## src/rtl/ahiop_pkg.sv

```systemverilog
// Shared constants for the address-high and quasi I/O port block
package ahiop_pkg;
  // Clock rate and derived timing
  localparam int unsigned CLK_PERIOD_NS  = 10;
  localparam int unsigned STRONG_HI_NS   = 20;   // Strong pull-up burst
  localparam int unsigned STRONG_HI_CYC  =
    ((STRONG_HI_NS + CLK_PERIOD_NS - 1) / CLK_PERIOD_NS) < 1 ? 1 :
    ((STRONG_HI_NS + CLK_PERIOD_NS - 1) / CLK_PERIOD_NS);
  // Timer prescale counts in oscillator clocks
  localparam int unsigned TMR_DIV_SLOW   = 12;
  localparam int unsigned TMR_DIV_FAST   = 4;
  localparam int unsigned TMR_CNT_W      = 4;
  // Reset values
  localparam logic [7:0]  AH_LATCH_RST   = 8'hff;
  localparam logic [7:0]  IO_LATCH_RST   = 8'hff;
  localparam logic [7:0]  AH_PINS_RST    = 8'hff;
  localparam logic [7:0]  SYNC_RST       = 8'hff;
  localparam logic [7:0]  LO_BYTE_RST    = 8'h00;
  localparam logic [7:0]  LO_OE_RST      = 8'h00;
  localparam logic [7:0]  DRV_OE_RST     = 8'h00;
  localparam logic [4:0]  ALT_IN_RST     = 5'h1f;
  // Quasi I/O bit positions of alternate functions
  localparam int unsigned BIT_SER_RX     = 0;
  localparam int unsigned BIT_SER_TX     = 1;
  localparam int unsigned BIT_INT_ZERO   = 2;
  localparam int unsigned BIT_INT_ONE    = 3;
  localparam int unsigned BIT_TMR_ZERO   = 4;
  localparam int unsigned BIT_TMR_ONE    = 5;
  localparam int unsigned BIT_WR_STB     = 6;
  localparam int unsigned BIT_RD_STB     = 7;
  // Address byte split
  localparam int unsigned ADDR_HI_MSB    = 15;
  localparam int unsigned ADDR_HI_LSB    = 8;
endpackage

```

## src/rtl/ahiop_qp_if.sv

```systemverilog
// Internal carrier between port control and quasi pin drivers
`timescale 1ns/1ps
interface ahiop_qp_if;
  logic [7:0] level;    // Wanted pin level per bit
  logic [7:0] pin_out;  // Registered pin output value
  logic [7:0] pin_oe;   // Registered strong drive enable
  logic [7:0] pin_pu;   // Registered weak pull-up enable
  modport ctrl (output level, input pin_out, input pin_oe, input pin_pu);
  modport drv  (input level, output pin_out, output pin_oe, output pin_pu);
endinterface

```

## src/rtl/ahiop_qport.sv

```systemverilog
// Quasi-bidirectional pin drivers with strong high burst
`timescale 1ns/1ps
module ahiop_qport
  import ahiop_pkg::*;
#(
  parameter int unsigned BURST_CYC = STRONG_HI_CYC
) (
  input  wire logic clk,  // Processor clock
  input  wire logic rst,  // Asynchronous reset, active high
  ahiop_qp_if.drv   qp    // Level in, pin drive out
);
  localparam int unsigned BW = $clog2(BURST_CYC + 1);
  localparam logic [BW-1:0] BURST_LD = BW'(BURST_CYC);

  logic [7:0] prev_r, prev_nxt;
  logic [7:0] out_r, out_nxt;
  logic [7:0] oe_r, oe_nxt;
  logic [7:0] pu_r, pu_nxt;

  assign qp.pin_out = out_r;
  assign qp.pin_oe  = oe_r;
  assign qp.pin_pu  = pu_r;

  genvar g;
  generate
    for (g = 0; g < 8; g++) begin : g_bit
      logic [BW-1:0] burst_r, burst_nxt;
      // Per-bit driver: low drives hard, rising edge bursts high
      always_comb begin
        burst_nxt   = burst_r;
        prev_nxt[g] = qp.level[g];
        if (!qp.level[g]) begin
          burst_nxt = '0;
        end else if (!prev_r[g]) begin
          burst_nxt = BURST_LD;
        end else if (burst_r != '0) begin
          burst_nxt = burst_r - 1'b1;
        end
        out_nxt[g] = qp.level[g];
        oe_nxt[g]  = !qp.level[g] || (burst_nxt != '0);
        pu_nxt[g]  = qp.level[g];
      end
      // Burst counter register
      always_ff @(posedge clk or posedge rst) begin
        if (rst) begin
          burst_r <= '0;
        end else begin
          burst_r <= burst_nxt;
        end
      end
    end
  endgenerate

  // Pin drive registers
  always_ff @(posedge clk or posedge rst) begin
    if (rst) begin
      prev_r <= IO_LATCH_RST;
      out_r  <= IO_LATCH_RST;
      oe_r   <= DRV_OE_RST;
      pu_r   <= IO_LATCH_RST;
    end else begin
      prev_r <= prev_nxt;
      out_r  <= out_nxt;
      oe_r   <= oe_nxt;
      pu_r   <= pu_nxt;
    end
  end
endmodule

```

## src/rtl/ahiop_top.sv

```systemverilog
// Address-high port and quasi-bidirectional I/O port pin logic
`timescale 1ns/1ps
module ahiop_top
  import ahiop_pkg::*;
(
  input  wire logic       clk,                  // Processor clock
  input  wire logic       rst,                  // Async reset, active high
  input  wire logic       mem_access,           // External access active
  input  wire logic       ri_move,              // Indirect 8-bit data move
  input  wire logic [15:0] mem_addr,            // Access address
  input  wire logic       ah_latch_we,          // Write address-high latch
  input  wire logic [7:0] ah_latch_wdata,       // Latch write data
  output logic      [7:0] ah_latch_rdata,       // Latch read data
  output logic      [7:0] addr_high_port_bits,  // Address-high pins
  input  wire logic       addr_strobe,          // Address latch strobe
  output logic      [7:0] addr_low_out,         // Low byte on shared bus
  output logic      [7:0] addr_low_oe,          // Low byte drive enable
  input  wire logic       io_latch_we,          // Write I/O port latch
  input  wire logic [7:0] io_latch_wdata,       // I/O latch write data
  output logic      [7:0] io_latch_rdata,       // I/O latch contents
  output logic      [7:0] io_pin_rdata,         // Synced I/O pin levels
  input  wire logic [7:0] quasi_io_port_bits_in,  // I/O pin levels
  output logic      [7:0] quasi_io_port_bits_out, // I/O pin value
  output logic      [7:0] quasi_io_port_bits_oe,  // Strong drive enable
  output logic      [7:0] quasi_io_port_bits_pu,  // Weak pull-up enable
  input  wire logic       serial_zero_transmit, // Serial transmit level
  input  wire logic       wr_strobe_n,          // Write strobe, low active
  input  wire logic       rd_strobe_n,          // Read strobe, low active
  output logic            serial_zero_receive,  // Serial receive level
  output logic            ext_interrupt_zero,   // Interrupt zero level
  output logic            ext_interrupt_one,    // Interrupt one level
  output logic            timer_zero_count_in,  // Timer zero count level
  output logic            timer_one_count_in,   // Timer one count level
  input  wire logic       timer_fast,           // Select fast prescale
  output logic            timer_tick            // Timer increment enable
);
  // Address-high latch and the address pins it may feed
  logic [7:0]           ah_latch_r;
  logic [7:0]           ah_latch_nxt;
  logic [7:0]           ah_pins_r;
  logic [7:0]           ah_pins_nxt;

  // Low address byte on the shared bus
  logic [7:0]           lo_out_r;
  logic [7:0]           lo_out_nxt;
  logic [7:0]           lo_oe_r;
  logic [7:0]           lo_oe_nxt;

  // I/O port latch and the level each pin should show
  logic [7:0]           io_latch_r;
  logic [7:0]           io_latch_nxt;
  logic [7:0]           alt_out;
  logic [7:0]           level;

  // Pin synchroniser
  logic [7:0]           sync1_r;
  logic [7:0]           sync2_r;

  // Pin reads and alternate inputs
  logic [7:0]           pin_rd_r;
  logic [7:0]           pin_rd_nxt;
  logic [4:0]           alt_in_r;
  logic [4:0]           alt_in_nxt;

  // Timer prescaler
  logic [TMR_CNT_W-1:0] tdiv_r;
  logic [TMR_CNT_W-1:0] tdiv_nxt;
  logic [TMR_CNT_W-1:0] tdiv_last;
  logic                 tick_r;
  logic                 tick_nxt;

  // Alternate output levels; bits with no output stay at one
  // so that their weak pull-up keeps them usable as inputs
  function automatic logic [7:0] alt_levels(
    input logic tx,
    input logic wr_n,
    input logic rd_n
  );
    logic [7:0] v;
    v             = 8'hff;
    v[BIT_SER_TX] = tx;
    v[BIT_WR_STB] = wr_n;
    v[BIT_RD_STB] = rd_n;
    return v;
  endfunction

  // Upper address byte of one access; indirect moves use the latch
  function automatic logic [7:0] addr_high_src(
    input logic        indirect,
    input logic [15:0] addr,
    input logic [7:0]  latch
  );
    logic [7:0] v;
    if (indirect) begin
      v = latch;
    end else begin
      v = addr[ADDR_HI_MSB:ADDR_HI_LSB];
    end
    return v;
  endfunction

  // Pin levels that feed the alternate inputs, receive first
  function automatic logic [4:0] alt_inputs(
    input logic [7:0] lv
  );
    logic [4:0] v;
    v[0] = lv[BIT_SER_RX];
    v[1] = lv[BIT_INT_ZERO];
    v[2] = lv[BIT_INT_ONE];
    v[3] = lv[BIT_TMR_ZERO];
    v[4] = lv[BIT_TMR_ONE];
    return v;
  endfunction

  // Last prescaler count for the selected timer rate
  function automatic logic [TMR_CNT_W-1:0] tick_last(
    input logic fast
  );
    logic [TMR_CNT_W-1:0] v;
    if (fast) begin
      v = TMR_CNT_W'(TMR_DIV_FAST - 1);
    end else begin
      v = TMR_CNT_W'(TMR_DIV_SLOW - 1);
    end
    return v;
  endfunction

  // Pin drivers; the carrier holds the wanted level and the drive
  ahiop_qp_if qp ();

  ahiop_qport u_qport (
    .clk (clk),
    .rst (rst),
    .qp  (qp.drv)
  );

  // Alternate outputs; input-only bits sit at one for the pull-up
  always_comb begin
    alt_out = alt_levels(serial_zero_transmit, wr_strobe_n, rd_strobe_n);
  end

  // A latch bit at zero holds its pin low whatever the alternate
  // output does; a one lets the alternate through
  genvar b;
  generate
    for (b = 0; b < 8; b++) begin : g_level
      assign level[b] = io_latch_r[b] & alt_out[b];
    end
  endgenerate
  assign qp.level = level;

  // Address-high latch written by software; it reaches the pins
  // only through an indirect data move
  always_comb begin
    ah_latch_nxt = ah_latch_r;
    if (ah_latch_we) begin
      ah_latch_nxt = ah_latch_wdata;
    end
  end

  // Address pins follow each access and hold while idle, so the
  // latch never stands in for the address of a normal access
  always_comb begin
    ah_pins_nxt = ah_pins_r;
    if (mem_access) begin
      ah_pins_nxt = addr_high_src(ri_move, mem_addr, ah_latch_r);
    end
  end

  // Low byte captured while the address strobe is high; the bus
  // turns into the data path once the strobe falls, so it is held
  always_comb begin
    lo_oe_nxt  = {8{addr_strobe}};
    lo_out_nxt = lo_out_r;
    if (addr_strobe) begin
      lo_out_nxt = mem_addr[ADDR_HI_LSB-1:0];
    end
  end

  // I/O port latch written by software; a zero turns on the strong
  // pull-down, a one after a zero starts the high burst
  always_comb begin
    io_latch_nxt = io_latch_r;
    if (io_latch_we) begin
      io_latch_nxt = io_latch_wdata;
    end
  end

  // Pin reads and alternate inputs come after the synchroniser
  always_comb begin
    pin_rd_nxt = sync2_r;
    alt_in_nxt = alt_inputs(sync2_r);
  end

  // Prescaler: one-cycle tick every 12 or 4 clocks; a count past
  // the fast limit wraps at once when the rate changes
  always_comb begin
    tdiv_last = tick_last(timer_fast);
    tdiv_nxt  = tdiv_r + 1'b1;
    tick_nxt  = 1'b0;
    if (tdiv_r >= tdiv_last) begin
      tdiv_nxt = '0;
      tick_nxt = 1'b1;
    end
  end

  // Address-high latch and pin registers
  always_ff @(posedge clk or posedge rst) begin
    if (rst) begin
      ah_latch_r <= AH_LATCH_RST;
      ah_pins_r  <= AH_PINS_RST;
    end else begin
      ah_latch_r <= ah_latch_nxt;
      ah_pins_r  <= ah_pins_nxt;
    end
  end

  // Low byte registers; the bus is released in reset
  always_ff @(posedge clk or posedge rst) begin
    if (rst) begin
      lo_out_r <= LO_BYTE_RST;
      lo_oe_r  <= LO_OE_RST;
    end else begin
      lo_out_r <= lo_out_nxt;
      lo_oe_r  <= lo_oe_nxt;
    end
  end

  // I/O port latch register
  always_ff @(posedge clk or posedge rst) begin
    if (rst) begin
      io_latch_r <= IO_LATCH_RST;
    end else begin
      io_latch_r <= io_latch_nxt;
    end
  end

  // Two flops settle a pin that changes off the clock; nothing
  // but the second flop reads the first
  always_ff @(posedge clk or posedge rst) begin
    if (rst) begin
      sync1_r <= SYNC_RST;
      sync2_r <= SYNC_RST;
    end else begin
      sync1_r <= quasi_io_port_bits_in;
      sync2_r <= sync1_r;
    end
  end

  // Pin read and alternate input registers, three clocks behind
  // the pin itself
  always_ff @(posedge clk or posedge rst) begin
    if (rst) begin
      pin_rd_r <= SYNC_RST;
      alt_in_r <= ALT_IN_RST;
    end else begin
      pin_rd_r <= pin_rd_nxt;
      alt_in_r <= alt_in_nxt;
    end
  end

  // Timer prescaler registers; the count restarts from zero in
  // reset so the first tick lands a full period later
  always_ff @(posedge clk or posedge rst) begin
    if (rst) begin
      tdiv_r <= '0;
      tick_r <= 1'b0;
    end else begin
      tdiv_r <= tdiv_nxt;
      tick_r <= tick_nxt;
    end
  end

  // Outputs straight from registers
  assign ah_latch_rdata         = ah_latch_r;
  assign addr_high_port_bits    = ah_pins_r;
  assign addr_low_out           = lo_out_r;
  assign addr_low_oe            = lo_oe_r;
  assign io_latch_rdata         = io_latch_r;
  assign io_pin_rdata           = pin_rd_r;
  assign quasi_io_port_bits_out = qp.pin_out;
  assign quasi_io_port_bits_oe  = qp.pin_oe;
  assign quasi_io_port_bits_pu  = qp.pin_pu;
  assign serial_zero_receive    = alt_in_r[0];
  assign ext_interrupt_zero     = alt_in_r[1];
  assign ext_interrupt_one      = alt_in_r[2];
  assign timer_zero_count_in    = alt_in_r[3];
  assign timer_one_count_in     = alt_in_r[4];
  assign timer_tick             = tick_r;
endmodule

```

## config.mk

```make
export PLATFORM = sky130hd
export DESIGN_NAME = ahiop_top
export DESIGN_NICKNAME = d
export VERILOG_FILES = /design/src/rtl/ahiop_pkg.sv /design/src/rtl/ahiop_qp_if.sv /design/src/rtl/ahiop_qport.sv /design/src/rtl/ahiop_top.sv
export SDC_FILE = /design/constraint.sdc
export NUM_CORES = 1
export LEC_CHECK = 0
export ABC_AREA = 1
export BUFFER_PORTS_ARGS = -buffer_cell sky130_fd_sc_hd__buf_2
export CAP_MARGIN = 20
export CORE_AREA = 2 2 104 106
export CTS_CLUSTER_DIAMETER = 40
export DETAILED_ROUTE_END_ITERATION = 10
export DIE_AREA = 0 0 106 108
export GPL_TIMING_DRIVEN = 0
export PLACE_DENSITY = 0.63
export SETUP_SLACK_MARGIN = 0.5
export SYNTH_ARGS = -nofsm -noshare
export SYNTH_HDL_FRONTEND = slang
export SYNTH_HIERARCHICAL = 1
export SYNTH_SLANG_ARGS = --single-unit
```

## constraint.sdc

```tcl
create_clock -name clk -period 1.8 [get_ports clk]
set_input_delay 0.27 -clock clk [delete_from_list [all_inputs] [get_ports clk]]
set_output_delay 0.27 -clock clk [all_outputs]
set_load 0.02 [all_outputs]
```

; After elaboration in Yosys (flattened, before gate mapping)
; Index checks and enable logic that the tools add are counted.
[op_classes]
n_reduce_logical = 32
bitwise = 3
mux = 28
magnitude_cmp = 1
n_addsub = 9
[op_table]
columns = op, count
row1 = 2-bit 2-to-1 mux, 24
row2 = 2-bit nonzero test, 16
row3 = "2-bit by 1-bit subtractor with 2-bit output, second input constant", 8
row4 = 1-bit logical NOT, 8
row5 = 1-bit logical OR, 8
row6 = 4-bit 2-to-1 mux, 2
row7 = 8-bit 2-to-1 mux, 1
row8 = "4-bit by 1-bit adder with 4-bit output, second input constant", 1
row9 = 4-bit greater-or-equal comparator, 1
row10 = 1-bit bitwise AND, 3
row11 = 1-bit 2-to-1 mux, 1
[totals]
output_inout_bits = 78
reg_bits = 99
elab_cells = 94

; Logic depth before layout (Yosys ltp)
[logic_depth]
word_depth = 6
depth_mapped = 6
ltp_nobuf = 6

; Hierarchy
; Netlist, hierarchy kept.
[modules_own_cells]
columns = module, cells_each, area_per_inst_um2, instances, seq_area_each_um2
row1 = ahiop_top, 218, 2382.3, 1, 1611.5
row2 = ahiop_qport, 105, 1153.6, 1, 810.8

; Worst setup path before layout
; Ideal clock, no wire load.
[synth_timing]
path_type = register to register
start = reg io_latch_r[1], in the netlist io_latch_rdata[1]
end = reg u_qport.oe_r[1], in the netlist u_qport/qp.pin_oe[1]
path_stages_with_launch = 5
setup_time_ps = 124
t_arrival_ps = 958
setup_slack_ps = 718
n_path_buf = 0
required_ps = 1676
path_cell_list = dfstp_2 -> nand2_1 -> inv_1 -> nand2_1 -> or2_1
[synth_via]
elab_chain_cells = 4
[synth_lines]
columns = element, line
row1 = "start, declared", ahiop_top.sv:50  ; logic [7:0] io_latch_r;
row2 = "start signal, assigned", ahiop_top.sv:234  ; io_latch_r <= io_latch_nxt;
row3 = 1-bit bitwise AND *, ahiop_top.sv:147  ; assign level[b] = io_latch_r[b] & alt_out[b];
row4 = net level[1], ahiop_top.sv:53  ; logic [7:0] level;
row5 = 2-bit 2-to-1 mux, ahiop_qport.sv:32  ; if (!qp.level[g]) begin
row6 = 2-bit nonzero test, ahiop_qport.sv:40  ; oe_nxt[g] = !qp.level[g] || (burst_nxt != '0);
row7 = 1-bit logical OR *, ahiop_qport.sv:40
row8 = net u_qport.oe_nxt[1], ahiop_qport.sv:17  ; logic [7:0] oe_r, oe_nxt;
row9 = "end signal, assigned", ahiop_qport.sv:64  ; oe_r <= oe_nxt;
row10 = "end, declared", ahiop_qport.sv:17
; The timed path passes the listed nets; every way through them passes the cells marked *.
; A chain may end at the register's enable or synchronous reset.

; Final worst setup path
[layout_timing]
start = reg u_qport.pu_r[4], in the netlist u_qport/qp.pin_pu[4]
end = out quasi_io_port_bits_pu[4]
[layout_lines]
columns = element, line
row1 = "start, declared", ahiop_qport.sv:18  ; logic [7:0] pu_r, pu_nxt;
row2 = "start signal, assigned", ahiop_qport.sv:65  ; pu_r <= pu_nxt;
row3 = "end, declared", ahiop_top.sv:25  ; output logic [7:0] quasi_io_port_bits_pu,
; No word-level cell between the ends.

==> results.tsv <==
stage	metric	value	unit
die	area of the die	11400	um2
worst_setup_path	kind of end point of the critical path	output port	
logic_synthesis	Mapped Nets	376	
pwr	peak ir drop on the vdd network	0.000498	V
clock_network	number of H-tree branching levels	3	
die	starting density of the core	34.6	%
global_route	wire length of the first global-routing pass	12.7	mm
pwr	switching fraction of total power	29.6	%
global_route	Remaining Overflow, GRT	0	
pwr	sequential group share of total power	51.4	%
die	row cnt	37	
worst_setup_path	count of cells along the worst register-to-register path	5	
clock_network	clock latency at the later pin of the worst-skew pair	0.35	ns
drt	vias per cell	4.18	
clock_network	number of clock buffers inserted by TritonCTS	9	
sta	final period utilization	77.5	%
worst_setup_path	category of the most critical setup path	reg -> out	
clock_network	TritonCTS clock tree	built	
hold_path	Hold Path Depth	1	
place	routability-driven placement congestion ratio	0.745	
sta	setup repair after global routing missed its margin	yes	
logic_synthesis	sequential element share of the synthesized area	68.5	%
logic_synthesis	mean instance size in the synthesized netlist	10.9	um2
sta	worst slew slack as a fraction of its limit	64.3	%
sta	worst clock skew	0.00795	ns
clock_network	Max clock buf depth	2	
cells_and_area	most frequent cells in the layout	sky130_fd_sc_hd__buf_6 (83), sky130_fd_sc_hd__nand2_1 (73), sky130_fd_sc_hd__buf_2 (65)	
run	count of maximum capacitance violations	0	
global_route	number of antenna violations at the first check in global routing	0	
pwr	power per cell area	919	nW/um2
global_route	pin count of the biggest net entering global routing	46	
drt	ANT nets after route	0	
clock_network	Num Clock Sinks	94	
sta	max-slew violation count	0	
worst_setup_path	arrival time at the worst endpoint	1.13	ns
pwr	switching power	1.45	mW
worst_setup_path	worst-path fanout max	3	
drt	detailed-route via count	2668	
logic_synthesis	post-synthesis instance area	3540	um2
global_route	number of global-route vias before repair	2771	
outcome	result of the run	complete, no violations	
sta	Min Clock Period, post-route	1.40	ns
cells_and_area	antenna fix cells	0	
drt	first-pass detailed-route iteration total	4	
logic_synthesis	count of state elements after synthesis	94	
die	top-level port count	129	
die	die extent in x	106	um
die	Core Area	10200	um2
clock_network	clock edge transition at the registers on the reported setup and hold paths	0.09	ns
logic_synthesis	count of distinct cell types in the synthesized netlist	18	
pwr	clock network fraction of design power	26.8	%
cells_and_area	most frequent standard cell in the layout excluding fill and tap cells	sky130_fd_sc_hd__buf_6	
place	placed wire-length estimate after detailed placement	5.10	mm
place	# port buffers	126	
cells_and_area	# nets final	551	
sta	Final TNS setup	0	ns
drt	detailed-route DRC error count	0	
worst_setup_path	required time of the critical path	1.53	ns
pwr	Comb pwr share	21.8	%
logic_synthesis	Syn. warnings	6	
worst_setup_path	launching element type of the critical path	flop	
sta	peak clock frequency supported by timing	717	MHz
global_route	overall global routing resource usage	14.1	%
drt	routed length per instance	11.9	um
sta	Setup-failing EPs final	0	
sta	final-report hold violation count	0	
hold_path	type of the most critical hold path	in -> reg	
die	Die Span Y	108	um
cells_and_area	layout overhead on the synthesized area	50.7	%
sta	transition time at the pin with the least slew margin	0.536	ns
pwr	Internal	3.45	mW
drt	Routed Wire Length	7.59	mm
cells_and_area	share of cells above drive strength 1	52.3	%
cells_and_area	final core utilization	52.1	%
logic_synthesis	cell count after synthesis	323	
clock_network	CTS Root Cell	sky130_fd_sc_hd__clkbuf_8	
drt	Detailed Route Iter0 Violations	78	
pwr	leakage power of the design	2.59	nW
==> sequential cells by signal, indices dropped and copies added (netlist names) <==
signal	cells
pin_rd_nxt	8
io_pin_rdata	4
u_qport/qp.pin_pu	8
u_qport/g_bit.burst_r	16
io_latch_rdata	8
addr_low_oe	1
ah_latch_rdata	8
addr_high_port_bits	8
addr_low_out	8
sync1_r	8
alt_in_r	4
timer_tick	1
u_qport/qp.pin_oe	8
tdiv_r	4
==> repair_timing <==
action	4_1_cts	5_1_grt
hold buffers	9	0
buffers inserted	27	0
resized for setup	122	22
endpoints found under the setup margin	61	61
cloned	0	0
hold endpoints to repair	22	0
==> power by group through the flow <==
| stage | Sequential (mW) | Clock [mW] | Combinational, mW |
|---|---|---|---|
| after floorplan | 2.66 | 0 | 0.381 |
| after global placement | 2.54 | 0 | 0.760 |
| after detailed placement | 2.55 | 0 | 0.793 |
| after CTS | 2.51 | 1.37 | 1.05 |
| after global routing | 2.55 | 1.47 | 1.18 |
| final | 2.52 | 1.31 | 1.07 |
==> metrics by stage <==
step / instance area, um2 / hold WS (ns) / worst slack [ns] / total power, mW / std cells
global placement: 4340 / 0.346 / 0.370 / 3.30 / 585
global route: 5330 / 0.0903 / 0.360 / 5.20 / 639
finish: 5330 / 0.109 / 0.404 / 4.90 / 639
floorplan: 3540 / 0.274 / 0.718 / 3.04 / 323
CTS: 5260 / 0.0819 / 0.397 / 4.94 / 639
detailed placement: 4390 / 0.330 / 0.685 / 3.35 / 587
==> cell type report <==
class                      instances  area, um2
fill                             907       4900
sequential                        94       2420
timing repair buffer             164       1330
multi-input combinational        145        662
buffer                            31        347
inverter                          53        203
tap                              136        170
clock buffer                       9        124
clock inverter                     7       65.1
==> final timing paths <==
kind                                 startpoint                        to  slack, ns
max                        u_qport/qp.pin_pu[4]  quasi_io_port_bits_pu[4]       0.40
min                                 addr_strobe            addr_low_oe[0]       0.11
max reg2reg                   io_latch_rdata[1]      u_qport/qp.pin_oe[1]       0.62
min reg2reg                       pin_rd_nxt[7]           io_pin_rdata[7]       0.35
max in group asynchronous                   rst      u_qport/qp.pin_pu[4]       0.69
min in group asynchronous                   rst           addr_low_out[7]       0.51
==> kinds of logic after synthesis <==
family | synth area share [%]
AO/OA/AOI/OAI | 5.95
adder cells (fa/ha/maj) | 0.708
AND/OR/NAND/NOR | 12.1
buffers and inverters | 12.8
flip-flops | 68.5
==> cells in the mapped netlist <==
| cell | instances | area, um2 |
|---|---|---|
| sky130_fd_sc_hd__nand3b_1 | 7 | 52.6 |
| sky130_fd_sc_hd__dfstp_2 | 56 | 1470 |
| sky130_fd_sc_hd__nor2_1 | 17 | 63.8 |
| sky130_fd_sc_hd__or2_1 | 1 | 6.26 |
| sky130_fd_sc_hd__o21ai_0 | 24 | 120 |
| sky130_fd_sc_hd__nand3_1 | 1 | 5.00 |
| sky130_fd_sc_hd__buf_4 | 28 | 210 |
| sky130_fd_sc_hd__dfrtp_1 | 38 | 951 |
| sky130_fd_sc_hd__inv_1 | 52 | 195 |
| sky130_fd_sc_hd__nand2_1 | 73 | 274 |
| sky130_fd_sc_hd__a31oi_1 | 8 | 50.1 |
| sky130_fd_sc_hd__buf_12 | 1 | 20.0 |
| sky130_fd_sc_hd__nor2_2 | 2 | 12.5 |
| sky130_fd_sc_hd__inv_2 | 1 | 3.75 |
| sky130_fd_sc_hd__buf_6 | 2 | 22.5 |
| sky130_fd_sc_hd__nand4_1 | 2 | 12.5 |
| sky130_fd_sc_hd__a21oi_1 | 8 | 40.0 |
| sky130_fd_sc_hd__ha_1 | 2 | 25.0 |
==> metal layers <==
metal	routed length, um	vias up	track usage [%]
li1	-	1308	-
met1	2960	1266	15.5
met2	4100	85	26.1
met3	463	9	4.46
met4	68	0	4.04
met5	0	-	0
==> critical path, stage by stage (launching register included) <==
cell and delay [ns]:
sky130_fd_sc_hd__dfstp_2 0.58, sky130_fd_sc_hd__buf_6 0.10, sky130_fd_sc_hd__buf_6 0.10
Note: power is estimated with default switching activity, not from simulation.
